**config.mk**
```make
export PLATFORM = sky130hd
export DESIGN_NAME = rwm_addr_map
export DESIGN_NICKNAME = d
export VERILOG_FILES = /design/src/logic/rwm_pkg.sv /design/src/logic/rwm_win_xlate.sv /design/src/logic/rwm_addr_map.sv
export SDC_FILE = /design/constraint.sdc
export NUM_CORES = 1
export LEC_CHECK = 0
export BUFFER_PORTS_ARGS = -buffer_cell sky130_fd_sc_hd__buf_2
export CORE_ASPECT_RATIO = 0.5
export CORE_MARGIN = 3
export CORE_UTILIZATION = 32
export CTS_CLUSTER_SIZE = 10
export DETAILED_ROUTE_END_ITERATION = 16
export SYNTH_ARGS = -nofsm -noshare
export SYNTH_HDL_FRONTEND = slang
export SYNTH_SLANG_ARGS = --single-unit
```
**constraint.sdc**
```tcl
create_clock -name mclk_i -period 3.8 [get_ports mclk_i]
set_input_delay 0.57 -clock mclk_i [delete_from_list [all_inputs] [get_ports mclk_i]]
set_output_delay 0.57 -clock mclk_i [all_outputs]
set_load 0.01 [all_outputs]
```
**src/logic/rwm_pkg.sv**
```systemverilog
package rwm_pkg;

	////////////////////////////////////////////////////////////////
	// register port map
	localparam logic [3:0] OFF_MAIN_WIN = 4'h0;
	localparam logic [3:0] OFF_SECOND_WIN = 4'h1;
	localparam logic [3:0] OFF_STATUS = 4'h2;
	localparam logic [3:0] OFF_FETCH_PAGE = 4'h3;

	// field positions
	localparam int BUS_HOLD_BIT = 7;
	localparam int CFG_RELOCATE_BIT = 2;
	localparam int CFG_SMALL_SPACE_BIT = 1;

	// values after reset, and the fixed small-space page
	localparam logic [7:0] MAIN_WIN_RST = 8'h00;
	localparam logic [6:0] SECOND_WIN_RST = 7'h00;
	localparam logic [7:0] PAGE_RST = 8'hff;
	localparam logic [15:0] PC_RST = 16'h2080;
	localparam logic [7:0] PAGE_SMALL = 8'hff;

	// lower register file window bases
	localparam logic [7:0] MAIN_LOW_32 = 8'he0;
	localparam logic [7:0] MAIN_LOW_64 = 8'hc0;
	localparam logic [7:0] MAIN_LOW_128 = 8'h80;
	localparam logic [7:0] SECOND_LOW_32 = 8'h60;
	localparam logic [7:0] SECOND_LOW_64 = 8'h40;
	localparam logic [7:0] MASK_32 = 8'h1f;
	localparam logic [7:0] MASK_64 = 8'h3f;
	localparam logic [7:0] MASK_128 = 8'h7f;
	localparam logic [7:0] SFR_PAGE_HI = 8'h1f;

	// non-windowable top peripheral block
	localparam logic [15:0] LOCKED_LO = 16'h1fe0;
	localparam logic [15:0] LOCKED_HI = 16'h1fff;

	// memory steering ranges
	localparam logic [7:0] ROM_PAGE = 8'hff;
	localparam logic [7:0] NEAR_PAGE = 8'h00;
	localparam logic [3:0] ROM_BLOCK = 4'h2;
	localparam logic [15:0] REGFILE_HI = 16'h03ff;
	localparam logic [15:0] SFR_LO = 16'h1f00;
	localparam logic [15:0] SFR_HI = 16'h1fff;

	// prefetch depth in bytes per variant
	localparam logic [3:0] QUEUE_BASE = 4'h4;
	localparam logic [3:0] QUEUE_ENH = 4'h8;

	////////////////////////////////////////////////////////////////
	typedef enum logic [2:0] {
		TGT_REGS = 3'b001,
		TGT_ROM = 3'b010,
		TGT_EXT = 3'b100
	} rwm_target_e;

	// direct/indirect register access from the core
	typedef struct packed {
		logic valid;
		logic direct;
		logic write;
		logic [15:0] addr;
	} rwm_dreq_s;

	// translated register access
	typedef struct packed {
		logic valid;
		logic ones;
		logic no_write;
		logic [15:0] addr;
	} rwm_dans_s;

	// 24-bit memory access from the core
	typedef struct packed {
		logic valid;
		logic extended;
		logic [23:0] addr;
	} rwm_mreq_s;

	// steered memory access
	typedef struct packed {
		logic valid;
		rwm_target_e target;
		logic [23:0] addr;
	} rwm_mans_s;

endpackage : rwm_pkg

```
**src/logic/rwm_win_xlate.sv**
```systemverilog
`timescale 1ns/100ps

// decodes one window select value and maps a direct address
module rwm_win_xlate (
	// window selection
	input wire logic [6:0] sel_i,
	input wire logic second_i,
	// direct address
	input wire logic [15:0] addr_i,
	output logic hit_o,
	output logic [15:0] mapped_o
);

	logic [15:0] base;
	logic [7:0] low;
	logic [7:0] mask;
	logic used;

	////////////////////////////////////////////////////////////////
	// size and segment from the select code; zero means no window
	always_comb
	begin
		base = 16'h0000;
		low = 8'h00;
		mask = 8'h00;
		used = 1'b0;
		if (sel_i[6])
		begin
			used = 1'b1;
			mask = rwm_pkg::MASK_32;
			low = second_i ? rwm_pkg::SECOND_LOW_32 : rwm_pkg::MAIN_LOW_32;
			base = sel_i[5] ? {rwm_pkg::SFR_PAGE_HI, sel_i[2:0], 5'h00}
				: {6'h00, sel_i[4:0], 5'h00};
		end
		else if (sel_i[5])
		begin
			used = 1'b1;
			mask = rwm_pkg::MASK_64;
			low = second_i ? rwm_pkg::SECOND_LOW_64 : rwm_pkg::MAIN_LOW_64;
			base = sel_i[4] ? {rwm_pkg::SFR_PAGE_HI, sel_i[1:0], 6'h00}
				: {6'h00, sel_i[3:0], 6'h00};
		end
		else if (sel_i[4] && !second_i)
		begin
			used = 1'b1;
			mask = rwm_pkg::MASK_128;
			low = rwm_pkg::MAIN_LOW_128;
			base = sel_i[3] ? {rwm_pkg::SFR_PAGE_HI, sel_i[0], 7'h00}
				: {6'h00, sel_i[2:0], 7'h00};
		end
		// offset kept, segment base swapped
		hit_o = used && (addr_i[15:8] == 8'h00) && ((addr_i[7:0] & ~mask) == low);
		mapped_o = base | {8'h00, addr_i[7:0] & mask};
	end

endmodule : rwm_win_xlate

```
**src/logic/rwm_addr_map.sv**
```systemverilog
// Chosen here: the address-and-strobe port and the register addresses.
`timescale 1ns/100ps

module rwm_addr_map #(
	parameter bit ENHANCED = 1'b0,
	parameter bit ROM_FITTED = 1'b1
) (
	// clock and reset
	input wire logic mclk_i,
	input wire logic rst_i,
	// register port
	input wire logic [3:0] reg_addr_i,
	input wire logic [7:0] reg_wdata_i,
	input wire logic reg_write_i,
	input wire logic reg_read_i,
	output logic [7:0] reg_rdata_o,
	// configuration and pins
	input wire logic [7:0] config_byte_one_i,
	input wire logic external_access_pin_i,
	output logic bus_hold_enable_o,
	// register file access
	input rwm_pkg::rwm_dreq_s dreq_i,
	output rwm_pkg::rwm_dans_s dans_o,
	// memory access
	input rwm_pkg::rwm_mreq_s mreq_i,
	output rwm_pkg::rwm_mans_s mans_o,
	// instruction fetch
	input wire logic fetch_jump_i,
	input wire logic [23:0] fetch_target_i,
	input wire logic fetch_step_i,
	input wire logic [3:0] fetch_bytes_i,
	output logic [23:0] fetch_addr_o,
	output rwm_pkg::rwm_target_e fetch_target_o,
	output logic [3:0] upper_address_lines_o,
	output logic [3:0] queue_depth_o,
	// bus arbitration
	input wire logic fetch_req_i,
	input wire logic data_req_i,
	output logic grant_fetch_o,
	output logic grant_data_o
);

	////////////////////////////////////////////////////////////////
	// all state of the block
	typedef struct packed {
		logic [7:0] main_win;
		logic [6:0] second_win;
		logic cfg_taken;
		logic rom_relocate_select;
		logic small_space_select;
		logic pin_meta;
		logic pin_sync;
		logic [7:0] page_program_counter;
		logic [15:0] master_program_counter;
		logic [7:0] rdata;
		rwm_pkg::rwm_dans_s dans;
		rwm_pkg::rwm_mans_s mans;
		rwm_pkg::rwm_target_e fetch_tgt;
		logic [3:0] upper;
		logic [3:0] qdepth;
		logic grant_fetch;
		logic grant_data;
	} rwm_state_s;

	rwm_state_s state_reg;
	rwm_state_s state_next;

	logic main_hit;
	logic second_hit;
	logic [15:0] main_mapped;
	logic [15:0] second_mapped;
	logic [23:0] fetch_addr;
	logic main_take;
	logic second_take;
	rwm_pkg::rwm_mans_s fetch_steer;

	////////////////////////////////////////////////////////////////
	// inclusive range test on a 16-bit address
	function automatic logic in_span(
		input logic [15:0] addr,
		input logic [15:0] lo,
		input logic [15:0] hi
	);
		return (addr >= lo) && (addr <= hi);
	endfunction : in_span

	////////////////////////////////////////////////////////////////
	// steering of one 24-bit access to registers, ROM or external bus
	// the pin is looked at only inside the ROM block; elsewhere it cannot matter
	function automatic rwm_pkg::rwm_mans_s steer(
		input logic valid,
		input logic extended,
		input logic [23:0] addr,
		input logic relocate,
		input logic pin
	);
		rwm_pkg::rwm_mans_s ans;
		logic [7:0] page;
		logic in_block;
		ans.valid = valid;
		ans.target = rwm_pkg::TGT_EXT;
		page = extended ? addr[23:16] : rwm_pkg::NEAR_PAGE;
		in_block = (addr[15:12] == rwm_pkg::ROM_BLOCK);
		// external side sees only the low four page bits
		ans.addr = {4'h0, page[3:0], addr[15:0]};
		if (page == rwm_pkg::NEAR_PAGE && (addr[15:0] <= rwm_pkg::REGFILE_HI
			|| in_span(addr[15:0], rwm_pkg::SFR_LO, rwm_pkg::SFR_HI)))
		begin
			ans.target = rwm_pkg::TGT_REGS;
			ans.addr = {rwm_pkg::NEAR_PAGE, addr[15:0]};
		end
		else if (ROM_FITTED && in_block && page == rwm_pkg::ROM_PAGE)
		begin
			// pin alone decides the upper ROM range
			if (pin)
			begin
				ans.target = rwm_pkg::TGT_ROM;
				ans.addr = {rwm_pkg::ROM_PAGE, addr[15:0]};
			end
		end
		else if (ROM_FITTED && in_block && page == rwm_pkg::NEAR_PAGE)
		begin
			// page-zero copy only when relocated and pin high
			if (relocate && pin)
			begin
				ans.target = rwm_pkg::TGT_ROM;
				ans.addr = {rwm_pkg::ROM_PAGE, addr[15:0]};
			end
		end
		return ans;
	endfunction : steer

	////////////////////////////////////////////////////////////////
	// one decoder per window; main window ignores the bus hold bit
	// the second decoder runs on both variants; its hit is masked on the base one
	rwm_win_xlate u_main_win (
		.sel_i(state_reg.main_win[6:0]),
		.second_i(1'b0),
		.addr_i(dreq_i.addr),
		.hit_o(main_hit),
		.mapped_o(main_mapped)
	);

	rwm_win_xlate u_second_win (
		.sel_i(state_reg.second_win),
		.second_i(1'b1),
		.addr_i(dreq_i.addr),
		.hit_o(second_hit),
		.mapped_o(second_mapped)
	);

	// fetch address as page over program counter
	assign fetch_addr = {state_reg.page_program_counter, state_reg.master_program_counter};

	// window hits count only for direct-mode accesses
	assign main_take = dreq_i.direct && main_hit;
	assign second_take = dreq_i.direct && second_hit && ENHANCED;

	// fetch steering always treats the fetch address as extended
	assign fetch_steer = steer(1'b1, 1'b1, fetch_addr, state_reg.rom_relocate_select,
		state_reg.pin_sync);

	////////////////////////////////////////////////////////////////
	// next state
	always_comb
	begin
		state_next = state_reg;

		// pin passes two flip-flops before use
		// status shows the synchronised pin, the same value that steering uses
		state_next.pin_meta = external_access_pin_i;
		state_next.pin_sync = state_reg.pin_meta;

		// configuration caught once on the first edge after reset
		// cfg_taken only clears in reset, so later config changes are ignored
		if (!state_reg.cfg_taken)
		begin
			state_next.cfg_taken = 1'b1;
			state_next.rom_relocate_select = config_byte_one_i[rwm_pkg::CFG_RELOCATE_BIT];
			state_next.small_space_select =
				config_byte_one_i[rwm_pkg::CFG_SMALL_SPACE_BIT];
		end

		// register writes; visible to the next access
		if (reg_write_i)
		begin
			unique case (reg_addr_i)
				rwm_pkg::OFF_MAIN_WIN: state_next.main_win = reg_wdata_i;
				rwm_pkg::OFF_SECOND_WIN:
				begin
					if (ENHANCED)
					begin
						state_next.second_win = reg_wdata_i[6:0];
					end
				end
				default:
				begin
				end
			endcase
		end

		// register reads, answered one cycle later
		// read data fall back to zero outside their slot
		state_next.rdata = 8'h00;
		if (reg_read_i)
		begin
			unique case (reg_addr_i)
				rwm_pkg::OFF_MAIN_WIN: state_next.rdata = state_reg.main_win;
				rwm_pkg::OFF_SECOND_WIN: state_next.rdata = {1'b0, state_reg.second_win};
				rwm_pkg::OFF_STATUS: state_next.rdata = {4'h0, state_reg.pin_sync,
					state_reg.rom_relocate_select, state_reg.small_space_select,
					state_reg.cfg_taken};
				rwm_pkg::OFF_FETCH_PAGE: state_next.rdata = state_reg.page_program_counter;
				default: state_next.rdata = 8'h00;
			endcase
		end

		// direct accesses that hit a window are mapped; all others stay literal
		state_next.dans.valid = dreq_i.valid;
		state_next.dans.ones = 1'b0;
		state_next.dans.no_write = 1'b0;
		state_next.dans.addr = dreq_i.addr;
		if (main_take)
		begin
			state_next.dans.addr = main_mapped;
		end
		else if (second_take)
		begin
			state_next.dans.addr = second_mapped;
		end
		// locked top block on base variant only; below it stays normal
		// the enhanced variant has no registers there, so it windows them freely
		if (!ENHANCED && main_take
			&& in_span(main_mapped, rwm_pkg::LOCKED_LO, rwm_pkg::LOCKED_HI))
		begin
			state_next.dans.ones = !dreq_i.write;
			state_next.dans.no_write = dreq_i.write;
		end

		// data and fetch steering
		state_next.mans = steer(mreq_i.valid, mreq_i.extended, mreq_i.addr,
			state_reg.rom_relocate_select, state_reg.pin_sync);

		// program counter and page counter
		// jump wins over step; small mode overrides any loaded page
		if (fetch_jump_i)
		begin
			state_next.master_program_counter = fetch_target_i[15:0];
			state_next.page_program_counter = fetch_target_i[23:16];
		end
		else if (fetch_step_i)
		begin
			state_next.master_program_counter =
				state_reg.master_program_counter + {12'h000, fetch_bytes_i};
		end
		if (state_reg.small_space_select)
		begin
			state_next.page_program_counter = rwm_pkg::PAGE_SMALL;
		end
		state_next.fetch_tgt = fetch_steer.target;
		state_next.upper = state_next.page_program_counter[3:0];

		// prefetch depth and arbitration by variant
		// the losing side of a tie gets no grant and must keep requesting
		state_next.qdepth = ENHANCED ? rwm_pkg::QUEUE_ENH : rwm_pkg::QUEUE_BASE;
		if (ENHANCED)
		begin
			state_next.grant_data = data_req_i;
			state_next.grant_fetch = fetch_req_i && !data_req_i;
		end
		else
		begin
			state_next.grant_fetch = fetch_req_i;
			state_next.grant_data = data_req_i && !fetch_req_i;
		end
	end

	////////////////////////////////////////////////////////////////
	// state register
	// reset leaves both windows closed and the fetch address at page ff
	always_ff @(posedge mclk_i or posedge rst_i)
	begin
		if (rst_i)
		begin
			state_reg.main_win <= rwm_pkg::MAIN_WIN_RST;
			state_reg.second_win <= rwm_pkg::SECOND_WIN_RST;
			state_reg.cfg_taken <= 1'b0;
			state_reg.rom_relocate_select <= 1'b0;
			state_reg.small_space_select <= 1'b0;
			state_reg.pin_meta <= 1'b0;
			state_reg.pin_sync <= 1'b0;
			state_reg.page_program_counter <= rwm_pkg::PAGE_RST;
			state_reg.master_program_counter <= rwm_pkg::PC_RST;
			state_reg.rdata <= 8'h00;
			state_reg.dans <= '0;
			state_reg.mans <= '{valid: 1'b0, target: rwm_pkg::TGT_EXT, addr: 24'h000000};
			state_reg.fetch_tgt <= rwm_pkg::TGT_EXT;
			state_reg.upper <= 4'hf;
			state_reg.qdepth <= 4'h0;
			state_reg.grant_fetch <= 1'b0;
			state_reg.grant_data <= 1'b0;
		end
		else
		begin
			state_reg <= state_next;
		end
	end

	////////////////////////////////////////////////////////////////
	// outputs straight from state
	// the fetch address is a plain concatenation of two registers
	assign reg_rdata_o = state_reg.rdata;
	assign bus_hold_enable_o = state_reg.main_win[rwm_pkg::BUS_HOLD_BIT];
	assign dans_o = state_reg.dans;
	assign mans_o = state_reg.mans;
	assign fetch_addr_o = fetch_addr;
	assign fetch_target_o = state_reg.fetch_tgt;
	assign upper_address_lines_o = state_reg.upper;
	assign queue_depth_o = state_reg.qdepth;
	assign grant_fetch_o = state_reg.grant_fetch;
	assign grant_data_o = state_reg.grant_data;

endmodule : rwm_addr_map

```
==> reports/metrics.yaml <==
outcome: "finished clean"
cap_violations: 0
reg2regPathDepth: 6
final_core_util_pct: 38.8
placed_cells: 707
setup_viol_count_final: 0
drt-initial-drc-count: 129
grt_usage_pct: 13.4
ys_top_cells_by_area: "dfrtp_1 (44%), buf_4 (15%), dfstp_2 (6.8%)"
numCtsBuffers: 9
post_cts_buffers: 0
fillers: 1413
die_area_sq_mm: 0.0161
hold_viol_final: 0
p_int_mw: 1.81
pwr-share-seq_pct: 47.3
io_buffers: 185
start_kind: "flip-flop"
p_leak_nw: 2.60
die_x_microns: 176
synth_area_leader_cell: "dfrtp_1"
multiInputGateArea_sq_mm: 0.00151
seqCellArea_sq_mm: 0.00234
diodes: 0
fmax_mhz: 444
grt.overflow.total: 0
fp.dieH_microns: 91.2
dr.pass1.iters: 4
path_depth: 6
whs_ns: 0.290
max_stage_delay_ns: 0.62
fin_cells: 723
arrival_ns: 2.44
cts_resized: 0
powerDensity_mw_per_mm2: 461
peakVddDrop_uv: 215
slowest_stage: "a21oi_1"
routed_wl_microns: 10800
gp_congestion: 0.849
antenna_found_initial: 2
crit_chain: "ha_1, fa_1, a21o_1, a21oi_1, or3_1, a31oi_1"
ys_async_sr_fraction_pct: 100
grt_max_degree: 42
maxSlewHeadroom_pct: 48.9
netlist_area_sq_mm: 0.00465
vias_per_cell: 4.60
critical_path_class: "flip-flop to flip-flop"
antenna_left: 0
via_count: 3323
max_slew.worst_pin.slew_ns: 0.766
p_comb_share_pct: 15.9
final_nets: 633
yosys-top-cells-count: "buf_4 (91), dfrtp_1 (81), nand2_1 (29), nor2_1 (25), clkbuf_1 (18)"
cp.required_ns: 3.99
crit_buf_inv: 0
synth_flop_cell: "dfrtp_1"
yosysSeqAreaShare_pct: 50.4
drv_slew: 0
p_sw_mw: 0.670
htreeDepth: 3
cts_buffer_depth: 2
synth-edff-count: 0
wire_per_inst_microns: 15.0
ys_types: 57
yosysMostFrequentCell: "buf_4"
power_frac_clock_pct: 36.8
syn_area_per_cell_sq_um: 10.6
clk-insertion-delay-late_ns: 0.33
hold_path_class: "input pin to async pin"
initial_core_util_pct: 33.5
cts_num_sinks: 93
cp-end-kind: "flip-flop"
design.core.area_sq_mm: 0.0139
synth_top_area_share_pct: 43.6
rsz0062_at_grt: "no"
cpLargestDelayFamily: "compound AO/OA/AOI/OAI gates"
tritoncts: "done"
dpl.hpwl_microns: 8230
grt_pass1_vias: 3192
skew_ns: 0.00738
clk_pin_slew_worst_paths_ns: 0.07
tns_ns: 0
fin_crit_ns: 2.25
min_period_over_period_pct: 59.3
root_buffer: "clkbuf_16"
fp-row-count: 30
drc: 0
grt_pass1_wl_microns: 17200
io_pins: 195
syn_inst: 438
p_sw_share_pct: 27.1
syn_to_final_growth_pct: 15.6
crit_fanout: 12
drive_gt1_share_pct: 44.6
synth-seq-cells: 93
ys_warn_count: 0
cts_hold_buf: 0
power_mw: 2.48
## worst register-to-register path: cells and delay by family (launching register included)
| kind | cells | cell delay, ns |
|---|---|---|
| and+or+nand+nor | 1 | 0.21 |
| adders and majority gates | 2 | 0.64 |
| AOI/OAI and AO/OA | 3 | 0.89 |
| DFF | 1 | 0.39 |
## layer usage
metal / track usage, % / share of wire (%) / up-vias / wire length (microns)
met1: 17.0 / 43 / 1596 / 4660
met4: 4.44 / 1.7 / 4 / 189
met3: 3.68 / 5.8 / 18 / 631
met5: 0 / 0.22 / - / 24
li1: - / - / 1617 / -
met2: 22.3 / 49 / 88 / 5340
## per-stage QoR
stage | setup WS [ns] | cell area, sq um
after global routing | 1.37 | 5370
after detailed placement | 1.23 | 5070
after global placement | 1.30 | 5070
after CTS | 1.52 | 5370
after floorplan | 0.830 | 4650
final | 1.55 | 5370
## final cells by class
cell class | count | area share, %
Sequential cell | 93 | 43.6
Multi-Input combinational cell | 228 | 28.2
Timing Repair Buffer | 187 | 17.5
Clock buffer | 13 | 4.85
Tap cell | 192 | 4.47
Clock inverter | 3 | 0.815
Inverter | 7 | 0.536
## cells by family after synthesis
logic type / Yosys count / share of synthesized area [%]
flops: 93 / 50.4
other cells: 2 / 0.162
buf+inv: 119 / 17.2
simple gates: 135 / 16.3
mux: 20 / 4.82
fa+ha+maj: 5 / 1.51
xor+xnor: 1 / 0.189
compound gates: 63 / 9.40
## placed cells by master, fill, tap and decap left out, drive strengths merged, types with 3 or more instances in the layout
cell	count
a211o	8
a211oi	4
a21o	4
a21oi	8
a22oi	6
a31oi	6
buf	187
clkbuf	13
conb	4
dfrtp	81
dfstp	12
ha	4
inv	7
mux2	13
mux2i	7
nand2	30
nand3	15
nand4	8
nor2	25
nor2b	14
nor3	5
nor4	4
o211ai	7
o21ai	11
or2	3
or3	7
or4	11
## final timing paths
path	from	end	slack, ns
max	fetch_addr_o[0]	fetch_addr_o[4]	1.55
min	rst_i	grant_data_o	0.29
max reg2reg	fetch_addr_o[0]	fetch_addr_o[4]	1.55
min reg2reg	state_next[92]	state_reg[92]	0.35
max in group asynchronous	rst_i	fetch_addr_o[19]	2.67
min in group mclk_i	mreq_i[25]	mans_o[27]	0.34
## power by group through the flow
stage	Clock, mW	Sequential [mW]	Combinational, mW
6_report	0.911	1.17	0.394
5_1_grt	0.997	1.19	0.440
4_1_cts	0.953	1.17	0.399
3_5_place_dp	0	1.19	0.398
3_3_place_gp	0	1.19	0.392
2_1_floorplan	0	1.14	0.347
Power figures use the tool's default switching activity.
